==> config.mk <==
export PLATFORM = sky130hd
export DESIGN_NAME = cwd_decoder
export DESIGN_NICKNAME = d
export VERILOG_FILES = /design/src/rtl/cwd_pkg.sv /design/src/rtl/cwd_i2c_route.sv /design/src/rtl/cwd_decoder.sv
export SDC_FILE = /design/constraint.sdc
export NUM_CORES = 1
export LEC_CHECK = 0
export BUFFER_PORTS_ARGS = -buffer_cell sky130_fd_sc_hd__clkbuf_2
export CORE_MARGIN = 4
export CORE_UTILIZATION = 25
export CTS_BUF_LIST = sky130_fd_sc_hd__clkbuf_8
export DETAILED_ROUTE_END_ITERATION = 12
export PLACE_DENSITY = 0.55
export RECOVER_POWER = 50
export SYNTH_ARGS = -nofsm -noshare
export SYNTH_HDL_FRONTEND = slang
export SYNTH_SLANG_ARGS = --single-unit
==> constraint.sdc <==
create_clock -name clk_sys -period 5.19 [get_ports clk_sys]
set_clock_uncertainty 0.05 [all_clocks]
set_input_delay 0.7785 -clock clk_sys [delete_from_list [all_inputs] [get_ports clk_sys]]
set_output_delay 0.7785 -clock clk_sys [all_outputs]
set_load 0.02 [all_outputs]
==> src/rtl/cwd_pkg.sv <==
package cwd_pkg;
	// Ratios are kept as log2 so that shifts stand in for multipliers.
	localparam logic [2:0] CWD_PRE_LOG2_HI = 3'h7;
	localparam logic [2:0] CWD_PRE_LOG2_LO = 3'h5;
	localparam logic [3:0] CWD_POST_LOG2_OFS = 4'h0;
	localparam int CWD_PERIOD_W = 32;
	localparam int CWD_BASE_W = 8;
	localparam int CWD_PCT_W = 10;
	// Window share in tenths of a percent.
	localparam logic [9:0] CWD_WIN_PCT_11 = 10'h0FA;
	localparam logic [9:0] CWD_WIN_PCT_10 = 10'h177;
	localparam logic [9:0] CWD_WIN_PCT_01 = 10'h1F4;
	localparam logic [9:0] CWD_WIN_PCT_00 = 10'h2EE;
	localparam logic [1:0] CWD_ICS_PAIR1 = 2'h3;
	localparam logic [1:0] CWD_ICS_PAIR2 = 2'h2;
	localparam logic [1:0] CWD_ICS_PAIR3 = 2'h1;
	localparam logic [1:0] CWD_ICS_RSVD = 2'h0;
	localparam logic [2:0] CWD_PAIR_NONE = 3'h0;
	localparam logic [2:0] CWD_PAIR1_ONEHOT = 3'h1;
	localparam logic [2:0] CWD_PAIR2_ONEHOT = 3'h2;
	localparam logic [2:0] CWD_PAIR3_ONEHOT = 3'h4;
	localparam logic CWD_ERASED_BIT = 1'b1;
	localparam int CWD_FUSE_W = 10;
	typedef enum logic [1:0] {
		CWD_ST_RESET = 2'b00,
		CWD_ST_LOAD  = 2'b01,
		CWD_ST_RUN   = 2'b10
	} cwd_state_t;
endpackage

==> src/rtl/cwd_i2c_route.sv <==
`timescale 1ns/1ns
module cwd_i2c_route
	import cwd_pkg::*;
(
	// Clock and reset
	input  wire logic clk_sys,
	input  wire logic reset,
	// Selection
	input  wire logic load,
	input  wire logic alt_sel,
	// Routing
	output logic      primary_en,
	output logic      alternate_en
);
	wire use_primary = alt_sel;
	always_ff @(posedge clk_sys or posedge reset) begin
		if (reset) begin
			primary_en   <= 1'b0;
			alternate_en <= 1'b0;
		end else if (load) begin
			primary_en   <= use_primary;
			alternate_en <= ~use_primary;
		end
	end
endmodule

==> src/rtl/cwd_decoder.sv <==
`timescale 1ns/1ns
// Summary of operation
// - Prescale bit 1 selects 1:128, bit 0 selects 1:32.
// - Postscale code 1111 is 1:32768, 1110 is 1:16384, lower codes halve.
// - Window codes 11,10,01,00 give 25, 37.5, 50, 75 percent of period.
// - Port 1 uses primary pins when its select is 1, else alternate pins.
// - Port 2 uses primary pins when its select is 1, else alternate pins.
// - Debug port enable 1 enables the test port; 0 keeps it disabled.
// - Channel codes 11,10,01 select debug pairs one, two, three.
// - An erased device reads debug port enable as 1.
module cwd_decoder
	import cwd_pkg::*;
(
	// Clock and reset
	input  wire logic                    clk_sys,
	input  wire logic                    reset,
	// Raw configuration fields
	input  wire logic                    fuse_valid,
	input  wire logic                    fuse_erased,
	input  wire logic                    wdog_prescale_select,
	input  wire logic [3:0]              wdog_postscale_field,
	input  wire logic [1:0]              wdog_window_select,
	input  wire logic                    i2c_port1_alt_pin_select,
	input  wire logic                    i2c_port2_alt_pin_select,
	input  wire logic                    debug_port_enable,
	input  wire logic [1:0]              debug_channel_select,
	input  wire logic [CWD_BASE_W-1:0]   wdog_base_period,
	// Watchdog settings
	output logic [3:0]                   wdog_prescale_log2,
	output logic [3:0]                   wdog_postscale_log2,
	output logic [CWD_PCT_W-1:0]         wdog_window_permille,
	output logic [CWD_PERIOD_W-1:0]      wdog_timeout_period,
	// Pin routing
	output logic                         port1_primary_en,
	output logic                         port1_alternate_en,
	output logic                         port2_primary_en,
	output logic                         port2_alternate_en,
	output logic                         jtag_enable,
	output logic [2:0]                   debug_pair_onehot,
	output logic                         debug_channel_reserved,
	output logic                         config_ready
);
	cwd_state_t state_r;
	cwd_state_t state_nxt;

	function automatic logic [2:0] cwd_pair_decode(input logic [1:0] code);
		case (code)
			CWD_ICS_PAIR1: cwd_pair_decode = CWD_PAIR1_ONEHOT;
			CWD_ICS_PAIR2: cwd_pair_decode = CWD_PAIR2_ONEHOT;
			CWD_ICS_PAIR3: cwd_pair_decode = CWD_PAIR3_ONEHOT;
			default:       cwd_pair_decode = CWD_PAIR_NONE;
		endcase
	endfunction

	// An erased array reads every field except wdog_base_period as all ones.
	wire       eff_pre  = fuse_erased ? CWD_ERASED_BIT : wdog_prescale_select;
	wire [3:0] eff_post = fuse_erased ? {4{CWD_ERASED_BIT}} : wdog_postscale_field;
	wire [1:0] eff_win  = fuse_erased ? {2{CWD_ERASED_BIT}} : wdog_window_select;
	wire       eff_alt1 = fuse_erased ? CWD_ERASED_BIT : i2c_port1_alt_pin_select;
	wire       eff_alt2 = fuse_erased ? CWD_ERASED_BIT : i2c_port2_alt_pin_select;
	wire       eff_jtag = fuse_erased ? CWD_ERASED_BIT : debug_port_enable;
	wire [1:0] eff_ics  = fuse_erased ? {2{CWD_ERASED_BIT}} : debug_channel_select;

	wire [3:0] pre_log2_w  = eff_pre ? {1'b0, CWD_PRE_LOG2_HI}
		: {1'b0, CWD_PRE_LOG2_LO};
	wire [3:0] post_log2_w = eff_post + CWD_POST_LOG2_OFS;
	wire [CWD_PCT_W-1:0] win_w = (eff_win == 2'h3) ? CWD_WIN_PCT_11
		: (eff_win == 2'h2) ? CWD_WIN_PCT_10
		: (eff_win == 2'h1) ? CWD_WIN_PCT_01 : CWD_WIN_PCT_00;
	wire [4:0] shift_w = 5'(pre_log2_w) + 5'(post_log2_w);
	wire [CWD_PERIOD_W-1:0] period_w =
		CWD_PERIOD_W'(wdog_base_period) << shift_w;
	wire [2:0] pair_w = cwd_pair_decode(eff_ics);
	wire       load_w = (state_r == CWD_ST_LOAD);

	always_comb begin
		case (state_r)
			CWD_ST_RESET: state_nxt = CWD_ST_LOAD;
			CWD_ST_LOAD:  state_nxt = fuse_valid ? CWD_ST_RUN : CWD_ST_LOAD;
			CWD_ST_RUN:   state_nxt = CWD_ST_RUN;
			default:      state_nxt = CWD_ST_RESET;
		endcase
	end

	// Fields are captured once after reset; later changes on the inputs are ignored.
	always_ff @(posedge clk_sys or posedge reset) begin
		if (reset) begin
			state_r <= CWD_ST_RESET;
		end else begin
			state_r <= state_nxt;
		end
	end

	always_ff @(posedge clk_sys or posedge reset) begin
		if (reset) begin
			wdog_prescale_log2     <= 4'h0;
			wdog_postscale_log2    <= 4'h0;
			wdog_window_permille   <= '0;
			wdog_timeout_period    <= '0;
			jtag_enable            <= 1'b0;
			debug_pair_onehot      <= CWD_PAIR_NONE;
			debug_channel_reserved <= 1'b0;
			config_ready           <= 1'b0;
		end else if (load_w && fuse_valid) begin
			wdog_prescale_log2     <= pre_log2_w;
			wdog_postscale_log2    <= post_log2_w;
			wdog_window_permille   <= win_w;
			wdog_timeout_period    <= period_w;
			jtag_enable            <= eff_jtag;
			debug_pair_onehot      <= pair_w;
			debug_channel_reserved <= (eff_ics == CWD_ICS_RSVD);
			config_ready           <= 1'b1;
		end
	end

	cwd_i2c_route u_port1 (
		.clk_sys      (clk_sys),
		.reset        (reset),
		.load         (load_w && fuse_valid),
		.alt_sel      (eff_alt1),
		.primary_en   (port1_primary_en),
		.alternate_en (port1_alternate_en)
	);

	cwd_i2c_route u_port2 (
		.clk_sys      (clk_sys),
		.reset        (reset),
		.load         (load_w && fuse_valid),
		.alt_sel      (eff_alt2),
		.primary_en   (port2_primary_en),
		.alternate_en (port2_alternate_en)
	);

	wire cap_w = load_w && fuse_valid;

	property p_pre;
		@(posedge clk_sys) disable iff (reset)
		cap_w |=> wdog_prescale_log2 == ($past(eff_pre) ? 4'h7 : 4'h5);
	endproperty
	a_pre: assert property (p_pre) else $error("prescale wrong");

	property p_post;
		@(posedge clk_sys) disable iff (reset)
		cap_w && eff_post == 4'hF |=> wdog_postscale_log2 == 4'hF;
	endproperty
	a_post: assert property (p_post) else $error("postscale wrong");

	property p_win;
		@(posedge clk_sys) disable iff (reset)
		cap_w && eff_win == 2'h2 |=> wdog_window_permille == 10'h177;
	endproperty
	a_win: assert property (p_win) else $error("window wrong");

	property p_p1;
		@(posedge clk_sys) disable iff (reset)
		cap_w |=> port1_primary_en == $past(eff_alt1) && port1_alternate_en != port1_primary_en;
	endproperty
	a_p1: assert property (p_p1) else $error("port1 route wrong");

	property p_p2;
		@(posedge clk_sys) disable iff (reset)
		cap_w |=> port2_primary_en == $past(eff_alt2) && port2_alternate_en != port2_primary_en;
	endproperty
	a_p2: assert property (p_p2) else $error("port2 route wrong");

	property p_jtag;
		@(posedge clk_sys) disable iff (reset)
		cap_w |=> jtag_enable == $past(eff_jtag);
	endproperty
	a_jtag: assert property (p_jtag) else $error("jtag enable wrong");

	property p_pair;
		@(posedge clk_sys) disable iff (reset)
		cap_w && eff_ics == 2'h3 |=> debug_pair_onehot == 3'h1;
	endproperty
	a_pair: assert property (p_pair) else $error("debug pair wrong");

	property p_erased;
		@(posedge clk_sys) disable iff (reset)
		cap_w && fuse_erased |=> jtag_enable;
	endproperty
	a_erased: assert property (p_erased) else $error("erased jtag not on");

	property p_period;
		@(posedge clk_sys) disable iff (reset)
		cap_w |=> wdog_timeout_period ==
			(CWD_PERIOD_W'($past(wdog_base_period))
			<< (5'(wdog_prescale_log2) + 5'(wdog_postscale_log2)));
	endproperty
	a_period: assert property (p_period) else $error("period wrong");

	property p_post_e;
		@(posedge clk_sys) disable iff (reset)
		cap_w && eff_post == 4'hE |=> wdog_postscale_log2 == 4'hE;
	endproperty
	a_post_e: assert property (p_post_e) else $error("postscale code 14 wrong");

	property p_win_25;
		@(posedge clk_sys) disable iff (reset)
		cap_w && eff_win == 2'h3 |=> wdog_window_permille == 10'h0FA;
	endproperty
	a_win_25: assert property (p_win_25) else $error("window 25 wrong");

	property p_win_75;
		@(posedge clk_sys) disable iff (reset)
		cap_w && eff_win == 2'h0 |=> wdog_window_permille == 10'h2EE;
	endproperty
	a_win_75: assert property (p_win_75) else $error("window 75 wrong");

	property p_pair2;
		@(posedge clk_sys) disable iff (reset)
		cap_w && eff_ics == 2'h2 |=> debug_pair_onehot == 3'h2;
	endproperty
	a_pair2: assert property (p_pair2) else $error("debug pair two wrong");

	property p_pair3;
		@(posedge clk_sys) disable iff (reset)
		cap_w && eff_ics == 2'h1 |=> debug_pair_onehot == 3'h4;
	endproperty
	a_pair3: assert property (p_pair3) else $error("debug pair three wrong");

	property p_jtag_off;
		@(posedge clk_sys) disable iff (reset)
		cap_w && !fuse_erased && !debug_port_enable |=> !jtag_enable;
	endproperty
	a_jtag_off: assert property (p_jtag_off) else $error("jtag not kept off");
endmodule

**After elaboration in Yosys (flattened, before gate mapping)**

Index checks and enable logic that the tools add are counted.
Widths: inputs -> output; s select.

- Bits in registers: 62
- Bits in latches: 0
- RAM bits: 0
- Bits in read-only memories: 0
- Input port bits: 24
- Output and inout port bits: 60
- Word-level logic and storage cells: 42
- Memories kept: 0

- Add/subtract/negate cells: 1
- Multiply operators: 0
- Divide/modulo/power cells: 0
- $lt $le $gt $ge: 0
- Equal/unequal tests: 8
- Shifts and indexed selects: 1
- Multiplexer cells: 14
- Bitwise operators: 2
- Reductions and logical operators: 3

Operators by type and width:

| kind | number |
|---|---|
| $shl 8x5->32 | 1 |
| $mux 10 | 3 |
| $eq 2x2->1 const B | 5 |
| $pmux 3 s3 | 1 |
| $mux 2 | 4 |
| $eq 2x1->1 const B | 3 |
| $pmux 2 s3 | 1 |
| $add 3x4->5 | 1 |
| $logic_not 2->1 | 2 |
| $mux 1 | 4 |
| $mux 4 | 1 |
| $not 1->1 | 2 |
| $logic_and 1x1->1 | 1 |

**Logic depth before layout (Yosys ltp)**

Gate-level depths: netlist (run 1).

- Word-level depth: 5
- Depth in mapped cells: 12
- Mapped depth without buffers: 8

**Hierarchy**

Synthesis (run 1) repeated with hierarchy kept, for this count alone.

- Cell total of the unflattened synthesis: 304
- Area total of the unflattened synthesis: 3059.2 µm²

Modules (own cells, without submodules):

| module | times used | cells each | area an instance (µm²) | seq. area each (µm²) |
|---|---|---|---|---|
| cwd_decoder | 1 | 292 | 2894.0 | 1326.3 |
| cwd_i2c_route | 2 | 6 | 82.6 | 50.0 |

**Least setup slack after synthesis (run 1)**

No wires, ideal clock.

- Kind: input to register
- Start: in fuse_erased
- End: reg wdog_timeout_period[25]
- Library setup time: 0.120 ns
- Arrival: 3.023 ns
- Data required time: 5.020 ns
- Setup slack: 1.997 ns
- Stages: 11
- Path buffers: 4
- Path through: buf_6 -> buf_4 -> clkbuf_1 -> nor2_1 -> fa_1 -> buf_2 -> o21a_1 -> a2111oi_0 -> o32a_1 -> o21ai_1 -> o211a_1

- Longest elaborated chain between the ends: 4
- Elaborated cells between the ends (all ways): 5
- Classes of those cells: add/sub: 1; shift: 1; mux: 3

Ends and longest elaborated chain:

| what | line | RTL |
|---|---|---|
| start: declaration | cwd_decoder.sv:19 | `input wire logic fuse_erased,` |
| $mux 1 | cwd_decoder.sv:56 | `wire eff_pre = fuse_erased ? CWD_ERASED_BIT : wdog_prescale_select;` |
| $mux 2 | cwd_decoder.sv:64 | `wire [3:0] pre_log2_w = eff_pre ? {1'b0, CWD_PRE_LOG2_HI}` |
| $add 3x4->5 * | cwd_decoder.sv:70 | `wire [4:0] shift_w = 5'(pre_log2_w) + 5'(post_log2_w);` |
| $shl 8x5->32 * | cwd_decoder.sv:72 | `CWD_PERIOD_W'(wdog_base_period) << shift_w;` |
| end signal: assignment | cwd_decoder.sv:108 | `wdog_timeout_period <= period_w;` |
| end: declaration | cwd_decoder.sv:32 | `output logic [CWD_PERIOD_W-1:0] wdog_timeout_period,` |

Mark *: on every way between the ends. The rest lies on a longest branch, timed or not.
A chain may end at the register's enable or synchronous reset.

**Worst setup path after layout (run 1)**

- Start: in fuse_erased
- End: reg wdog_timeout_period[21]

The elaborated chain is that of the path after synthesis.

==> results_dict.tcl, run 1 <==
set metrics [dict create \
    outcome "finished, violations left" \
    violations "max-capacitance violations, max-slew violations" \
    leakage_uw 0.00168 \
    fin_crit_sh 0.691 \
    start_util 0.254 \
    fmax_ghz 0.279 \
    hold_depth 1 \
    antenna_found_initial 0 \
    ir_worst_vdd_v 0.000131 \
    ios 84 \
    setup_tns_ns 0 \
    worstMarginPinSlew_ns 3.07 \
    rsz0062_at_grt "false" \
    drc 0 \
    fin_util 0.301 \
    dieWidth_um 121 \
    via_count 2735 \
    yosysUniqueCellTypes 66 \
    clock_latency_ns 0.33 \
    synthSimpleGateAreaFrac 0.164 \
    wl_met2_um 4360 \
    syn_nets 358 \
    slew_viol_final 58 \
    setup_viol 0 \
    crit_slowest_cell "fa_1" \
    die_height_um 121 \
    path_delay_family "simple AND/OR/NAND/NOR gates" \
    finalHoldViolCount 0 \
    synth_area_mm2 0.00320 \
    p_clk_frac 0.192 \
    reg2reg_from "state_r[1]" \
    critPathBufInv 1 \
    internal_power_uw 1030 \
    period_needed_ns 3.59 \
    synthAdderAreaFrac 0.0337 \
    synth_warnings 0 \
    layout-drive-gt1-share 0.233 \
    hp-class "flip-flop to flip-flop" \
    dieArea_mm2 0.0147 \
    crit_path_max_fanout 33 \
    routedLengthMet1_um 3990 \
    endpoint_kind "flip-flop" \
    grt_pass1_vias 2757 \
    cts.path.max_buffers 2 \
    max_stage_delay_ns 0.66 \
    p_sw_uw 778 \
    tritoncts "yes" \
    switching_share 0.429 \
    whs_endpoint "state_r[0]" \
    wl_met3_um 620 \
    maxUsedRoutingLayer "met4" \
    cts_num_sinks 57 \
    critPathLaunchType "input port" \
    grt_usage 0.128 \
    cts_max_level 3 \
    core_mm2 0.0126 \
    globalRouteOverflowTotal 0 \
    maxSlewHeadroom -1.05 \
    wl_um 9100 \
    worstPathRequired_ns 5.37 \
    min-delay-start "state_r[1]" \
    portBuffers 82 \
    grt_max_degree 58 \
    grt_pass1_wl_um 14700 \
    place_congestion 0.864 \
    viasPerCell 4.82 \
    ant_nets 0 \
    hpwl_um 6760 \
    rows 41 \
    pwr-share-seq 0.392 \
    cts_root_buffer "clkbuf_8" \
    ys_ff_latch 57 \
    post_cts_resize_count 0 \
    synth-edff-count 0 \
    critPathKind "input port to flip-flop" \
    cts_setup_buffers 0 \
    async_flop_share 1.00 \
    cts_hold_buf 0 \
    crit_arrival_ns 3.76 \
    syn_area_per_cell_um2 9.80 \
    p_comb_frac 0.416 \
    area_growth_pct 18.4 \
    power_density_mw_per_mm2 479 \
    clk_pin_slew_ns 0.06 \
    synth-xor-area-share 0.00274 \
    postSynthCellCount 326 \
    r2r-end "wdog_timeout_period[16]" \
    antennaDiodeCount 0 \
    synthMuxAreaShare 0.0646 \
    place_ws_ns 1.29 \
    dr.first_iter.drc_count 201 \
    synth_compound_area_frac 0.220 \
    wl_per_cell_um 16.0 \
    reg2reg_slack_ns 2.21 \
    maxCapViolations 1 \
    rr_worst_depth 5 \
    seq_area_frac_synth 0.446 \
    timing.hold.ws_ns 0.387 \
    numCtsBuffers 9 \
    setup_slack_ns 1.60 \
    synth_top_family_by_area "compound AO/OA/AOI/OAI gates" \
    final_nets 426 \
    path_cells "clkbuf_2, nor2_4, fa_1, or3_1, nand2_4, mux2i_1, a21oi_1, o31ai_1" \
    synthFlopType "dfrtp_1" \
    drtPass1Iterations 4 \
]
-- cells by family (layout without fill, tap and decap cells) --
| group | count (synthesis) | count (layout) |
|---|---|---|
| buf+inv | 37 | 106 |
| fa+ha+maj | 8 | 8 |
| flops | 57 | 57 |
| mux | 14 | 14 |
| simple gates | 108 | 108 |
| compound gates | 100 | 100 |
| other cells | 1 | 1 |
| xor+xnor | 1 | 1 |
-- power by group through the flow --
stage | sequential, uW | clock, uW | combinational [uW]
2_1_floorplan | 897 | 0 | 325
6_report | 712 | 347 | 754
3_5_place_dp | 725 | 0 | 785
5_1_grt | 733 | 388 | 831
4_1_cts | 717 | 366 | 787
3_3_place_gp | 715 | 0 | 784
-- worst max path at each step --
stage,depth (start not counted),endpoint,startpoint,slack [ns]
floorplan,11,wdog_timeout_period[25],fuse_erased,2.00
global route,3,wdog_timeout_period[24],reset,1.09
CTS,8,wdog_timeout_period[21],fuse_erased,1.66
global placement,8,wdog_timeout_period[12],fuse_erased,1.41
finish,8,wdog_timeout_period[21],fuse_erased,1.60
detailed placement,8,wdog_timeout_period[21],fuse_erased,1.29
-- Yosys cell counts, drive strengths merged, types with 4 or more instances --
cell | number | area share
dfrtp | 57 | 0.45
nand2 | 53 | 0.065
o21ai | 40 | 0.066
buf | 17 | 0.044
nor2 | 17 | 0.022
a21oi | 12 | 0.020
clkbuf | 12 | 0.014
nand3 | 8 | 0.014
ha | 7 | 0.027
inv | 7 | 0.0082
mux2i | 7 | 0.026
nor3 | 7 | 0.013
o211ai | 5 | 0.013
o21a | 5 | 0.012
a22o | 4 | 0.011
a32oi | 4 | 0.011
mux4 | 4 | 0.028
nand2b | 4 | 0.0078
o31ai | 4 | 0.0094
-- layout make-up --
type	count	area, um^2
Fill cell	1338	8780
Multi-Input combinational cell	232	1550
Sequential cell	57	1430
Timing Repair Buffer	86	402
Tap cell	172	215
Clock buffer	11	151
Inverter	8	30.0
Clock inverter	1	5.00
-- sequential cells by signal (all words and copies together) (netlist names) --
signal,flops
wdog_timeout_period,32
wdog_window_permille,9
wdog_postscale_log2,4
debug_pair_onehot,3
state_r,2
debug_channel_reserved,1
jtag_enable,1
u_port1.alternate_en,1
u_port1.primary_en,1
u_port2.alternate_en,1
u_port2.primary_en,1
wdog_prescale_log2,1
-- per-layer routing --
layer  global-route usage  vias up
met1                0.171     1325
met2                0.202       94
met5                    0        -
li1                     -     1304
met4               0.0446        0
met3               0.0340       12
-- cell usage in the layout, fill, tap and decap left out, drive strengths merged, types with 5 or more instances in the layout --
| cell | instances |
|---|---|
| inv | 6 |
| o21a | 5 |
| a21oi | 12 |
| dfrtp | 57 |
| ha | 7 |
| nand3 | 8 |
| mux2i | 7 |
| nor2 | 17 |
| o21ai | 40 |
| clkbuf | 94 |
| nor3 | 7 |
| nand2 | 53 |
| o211ai | 5 |
-- metrics by stage --
step	cell area [um^2]	total power (uW)	std cells
floorplan	3200	1220	326
global placement	3670	1500	555
detailed placement	3670	1510	555
CTS	3830	1870	567
global route	3780	1950	567
finish	3780	1810	567
-- worst register-to-register path, stage by stage, from the launching register on --
cell	delay (ns)
dfrtp_1	0.38
inv_1	0.08
nand3_1	0.96
nor2_1	0.84
nand2_1	0.33
o211ai_1	0.25
(Power assumes the default switching activity.)
==> run 2, diff against run 1 <==
Clock period 5.19 ns to 3.3 ns, I/O delays scaled along.
==> results_dict.tcl, run 2 (same netlist as run 1, synthesis figures left out) <==
set metrics [dict create \
    outcome "complete, no violations" \
    core_mm2 0.0126 \
    regMostFlops "wdog_timeout_period" \
    maxSlewHeadroom 0.261 \
    endpoint_kind "flip-flop" \
    cts_num_sinks 57 \
    cts_root_buffer "clkbuf_8" \
    rsz0062_at_grt "false" \
    grt_pass1_vias 2680 \
    reg.largest.list "wdog_timeout_period: 32 flops, wdog_window_permille: 9 flops, wdog_postscale_log2: 4 flops" \
    pwr-share-seq 0.357 \
    critPathBufInv 2 \
    drc 0 \
    leakage_uw 0.00177 \
    maxCapViolations 0 \
    placed_cell_area_mm2 0.00373 \
    setup_tns_ns 0 \
    startpoint "fuse_erased" \
    period_needed_ns 2.64 \
    cts_setup_buffers 0 \
    most-common-layout-cells "dfrtp_1 (57), clkbuf_2 (55), nand2_1 (52), o21ai_0 (35), clkbuf_1 (28)" \
    post_cts_resize_count 0 \
    via_count 2720 \
    reg2reg_from "state_r[1]" \
    cts.path.max_buffers 2 \
    internal_power_uw 1860 \
    fmax_ghz 0.379 \
    p_sw_uw 1280 \
    worstPathRequired_ns 3.48 \
    fin_util 0.313 \
    ir_worst_vdd_v 0.000203 \
    layout-drive-gt1-share 0.258 \
    clk_pin_slew_ns 0.07 \
    final_nets 434 \
    clock_latency_ns 0.34 \
    place_congestion 0.884 \
    path_delay_family "compound AO/OA/AOI/OAI gates" \
    crit_path_max_fanout 7 \
    hpwl_um 7040 \
    worstMarginPinSlew_ns 1.11 \
    multi_input_area_mm2 0.00156 \
    dr.first_iter.drc_count 151 \
    cts_hold_buf 0 \
    fin_crit_sh 0.800 \
    area_growth_pct 23.2 \
    p_comb_frac 0.385 \
    switching_share 0.408 \
    critPathKind "input port to flip-flop" \
    crit_arrival_ns 2.82 \
    slew_viol_final 0 \
    grt_max_degree 48 \
    grt_usage 0.130 \
    fill_cells 1332 \
    globalRouteOverflowTotal 0 \
    numCtsBuffers 9 \
    wl_per_cell_um 16.1 \
    seqCellArea_mm2 0.00143 \
    critPathLaunchType "input port" \
    ios 84 \
    dieWidth_um 121 \
    portBuffers 82 \
    setup_viol 0 \
    ant_nets 0 \
    tritoncts "yes" \
    fin_area_mm2 0.00394 \
    cts_max_level 3 \
    crit_slowest_cell "a2111oi_0" \
    dieArea_mm2 0.0147 \
    fin_cells 579 \
    max_stage_delay_ns 0.59 \
    antennaDiodeCount 0 \
    grt_pass1_wl_um 14800 \
    dp.cells 563 \
    largest_reg_flops 32 \
    wl_um 9300 \
    drtPass1Iterations 4 \
    layout_commonest_cell "dfrtp_1" \
    p_clk_frac 0.258 \
    viasPerCell 4.70 \
    path_cells "clkbuf_2, nor2_1, fa_1, buf_4, o21a_1, a2111oi_0, o32a_1, o21ai_1, o211a_1" \
    rows 41 \
    hp-class "input port to async pin" \
    die_height_um 121 \
    antenna_found_initial 0 \
    start_util 0.254 \
    finalHoldViolCount 0 \
    power_density_mw_per_mm2 797 \
]
run 2: layout make-up:
class	count	share of cell area
clock buffers	10	0.0350
repair buffers	94	0.118
clock inverters	6	0.0270
inverters	8	0.00763
multi-input cells	232	0.396
flip-flops and latches	57	0.362
well taps	172	0.0547
run 2: worst paths after layout:
check | to | slack, ns | cells after the start
setup reg to reg | wdog_timeout_period[16] | 1.23 | 5
setup / recovery | wdog_timeout_period[25] | 0.66 | 9
hold reg to reg | state_r[0] | 0.38 | 1
min in group clk_sys | state_r[0] | 0.32 | 2
hold / removal | wdog_timeout_period[11] | 0.1 | 2
max in group asynchronous | debug_pair_onehot[0] | 1.64 | 3
run 2: power groups by stage:
stage / registers (uW) / logic, uW / clock network, uW
detailed placement: 1140 / 1260 / 0
global route: 1150 / 1320 / 867
global placement: 1120 / 1250 / 0
floorplan: 1410 / 512 / 0
finish: 1120 / 1210 / 811
CTS: 1130 / 1260 / 831
run 2: routing by layer:
layer / track usage / part of all wire
met1: 0.176 / 0.47
met2: 0.199 / 0.46
met3: 0.0317 / 0.052
met4: 0.0503 / 0.020
met5: 0 / 0
run 2: through the flow:
step | power [uW] | hold slack, ns | setup WS (ns)
after floorplan | 1920 | 0.349 | 0.390
after global placement | 2370 | 0.359 | 0.368
after detailed placement | 2390 | 0.366 | 0.343
after CTS | 3220 | 0.00531 | 0.696
after global routing | 3340 | 0.128 | 0.462
final | 3140 | 0.0963 | 0.661
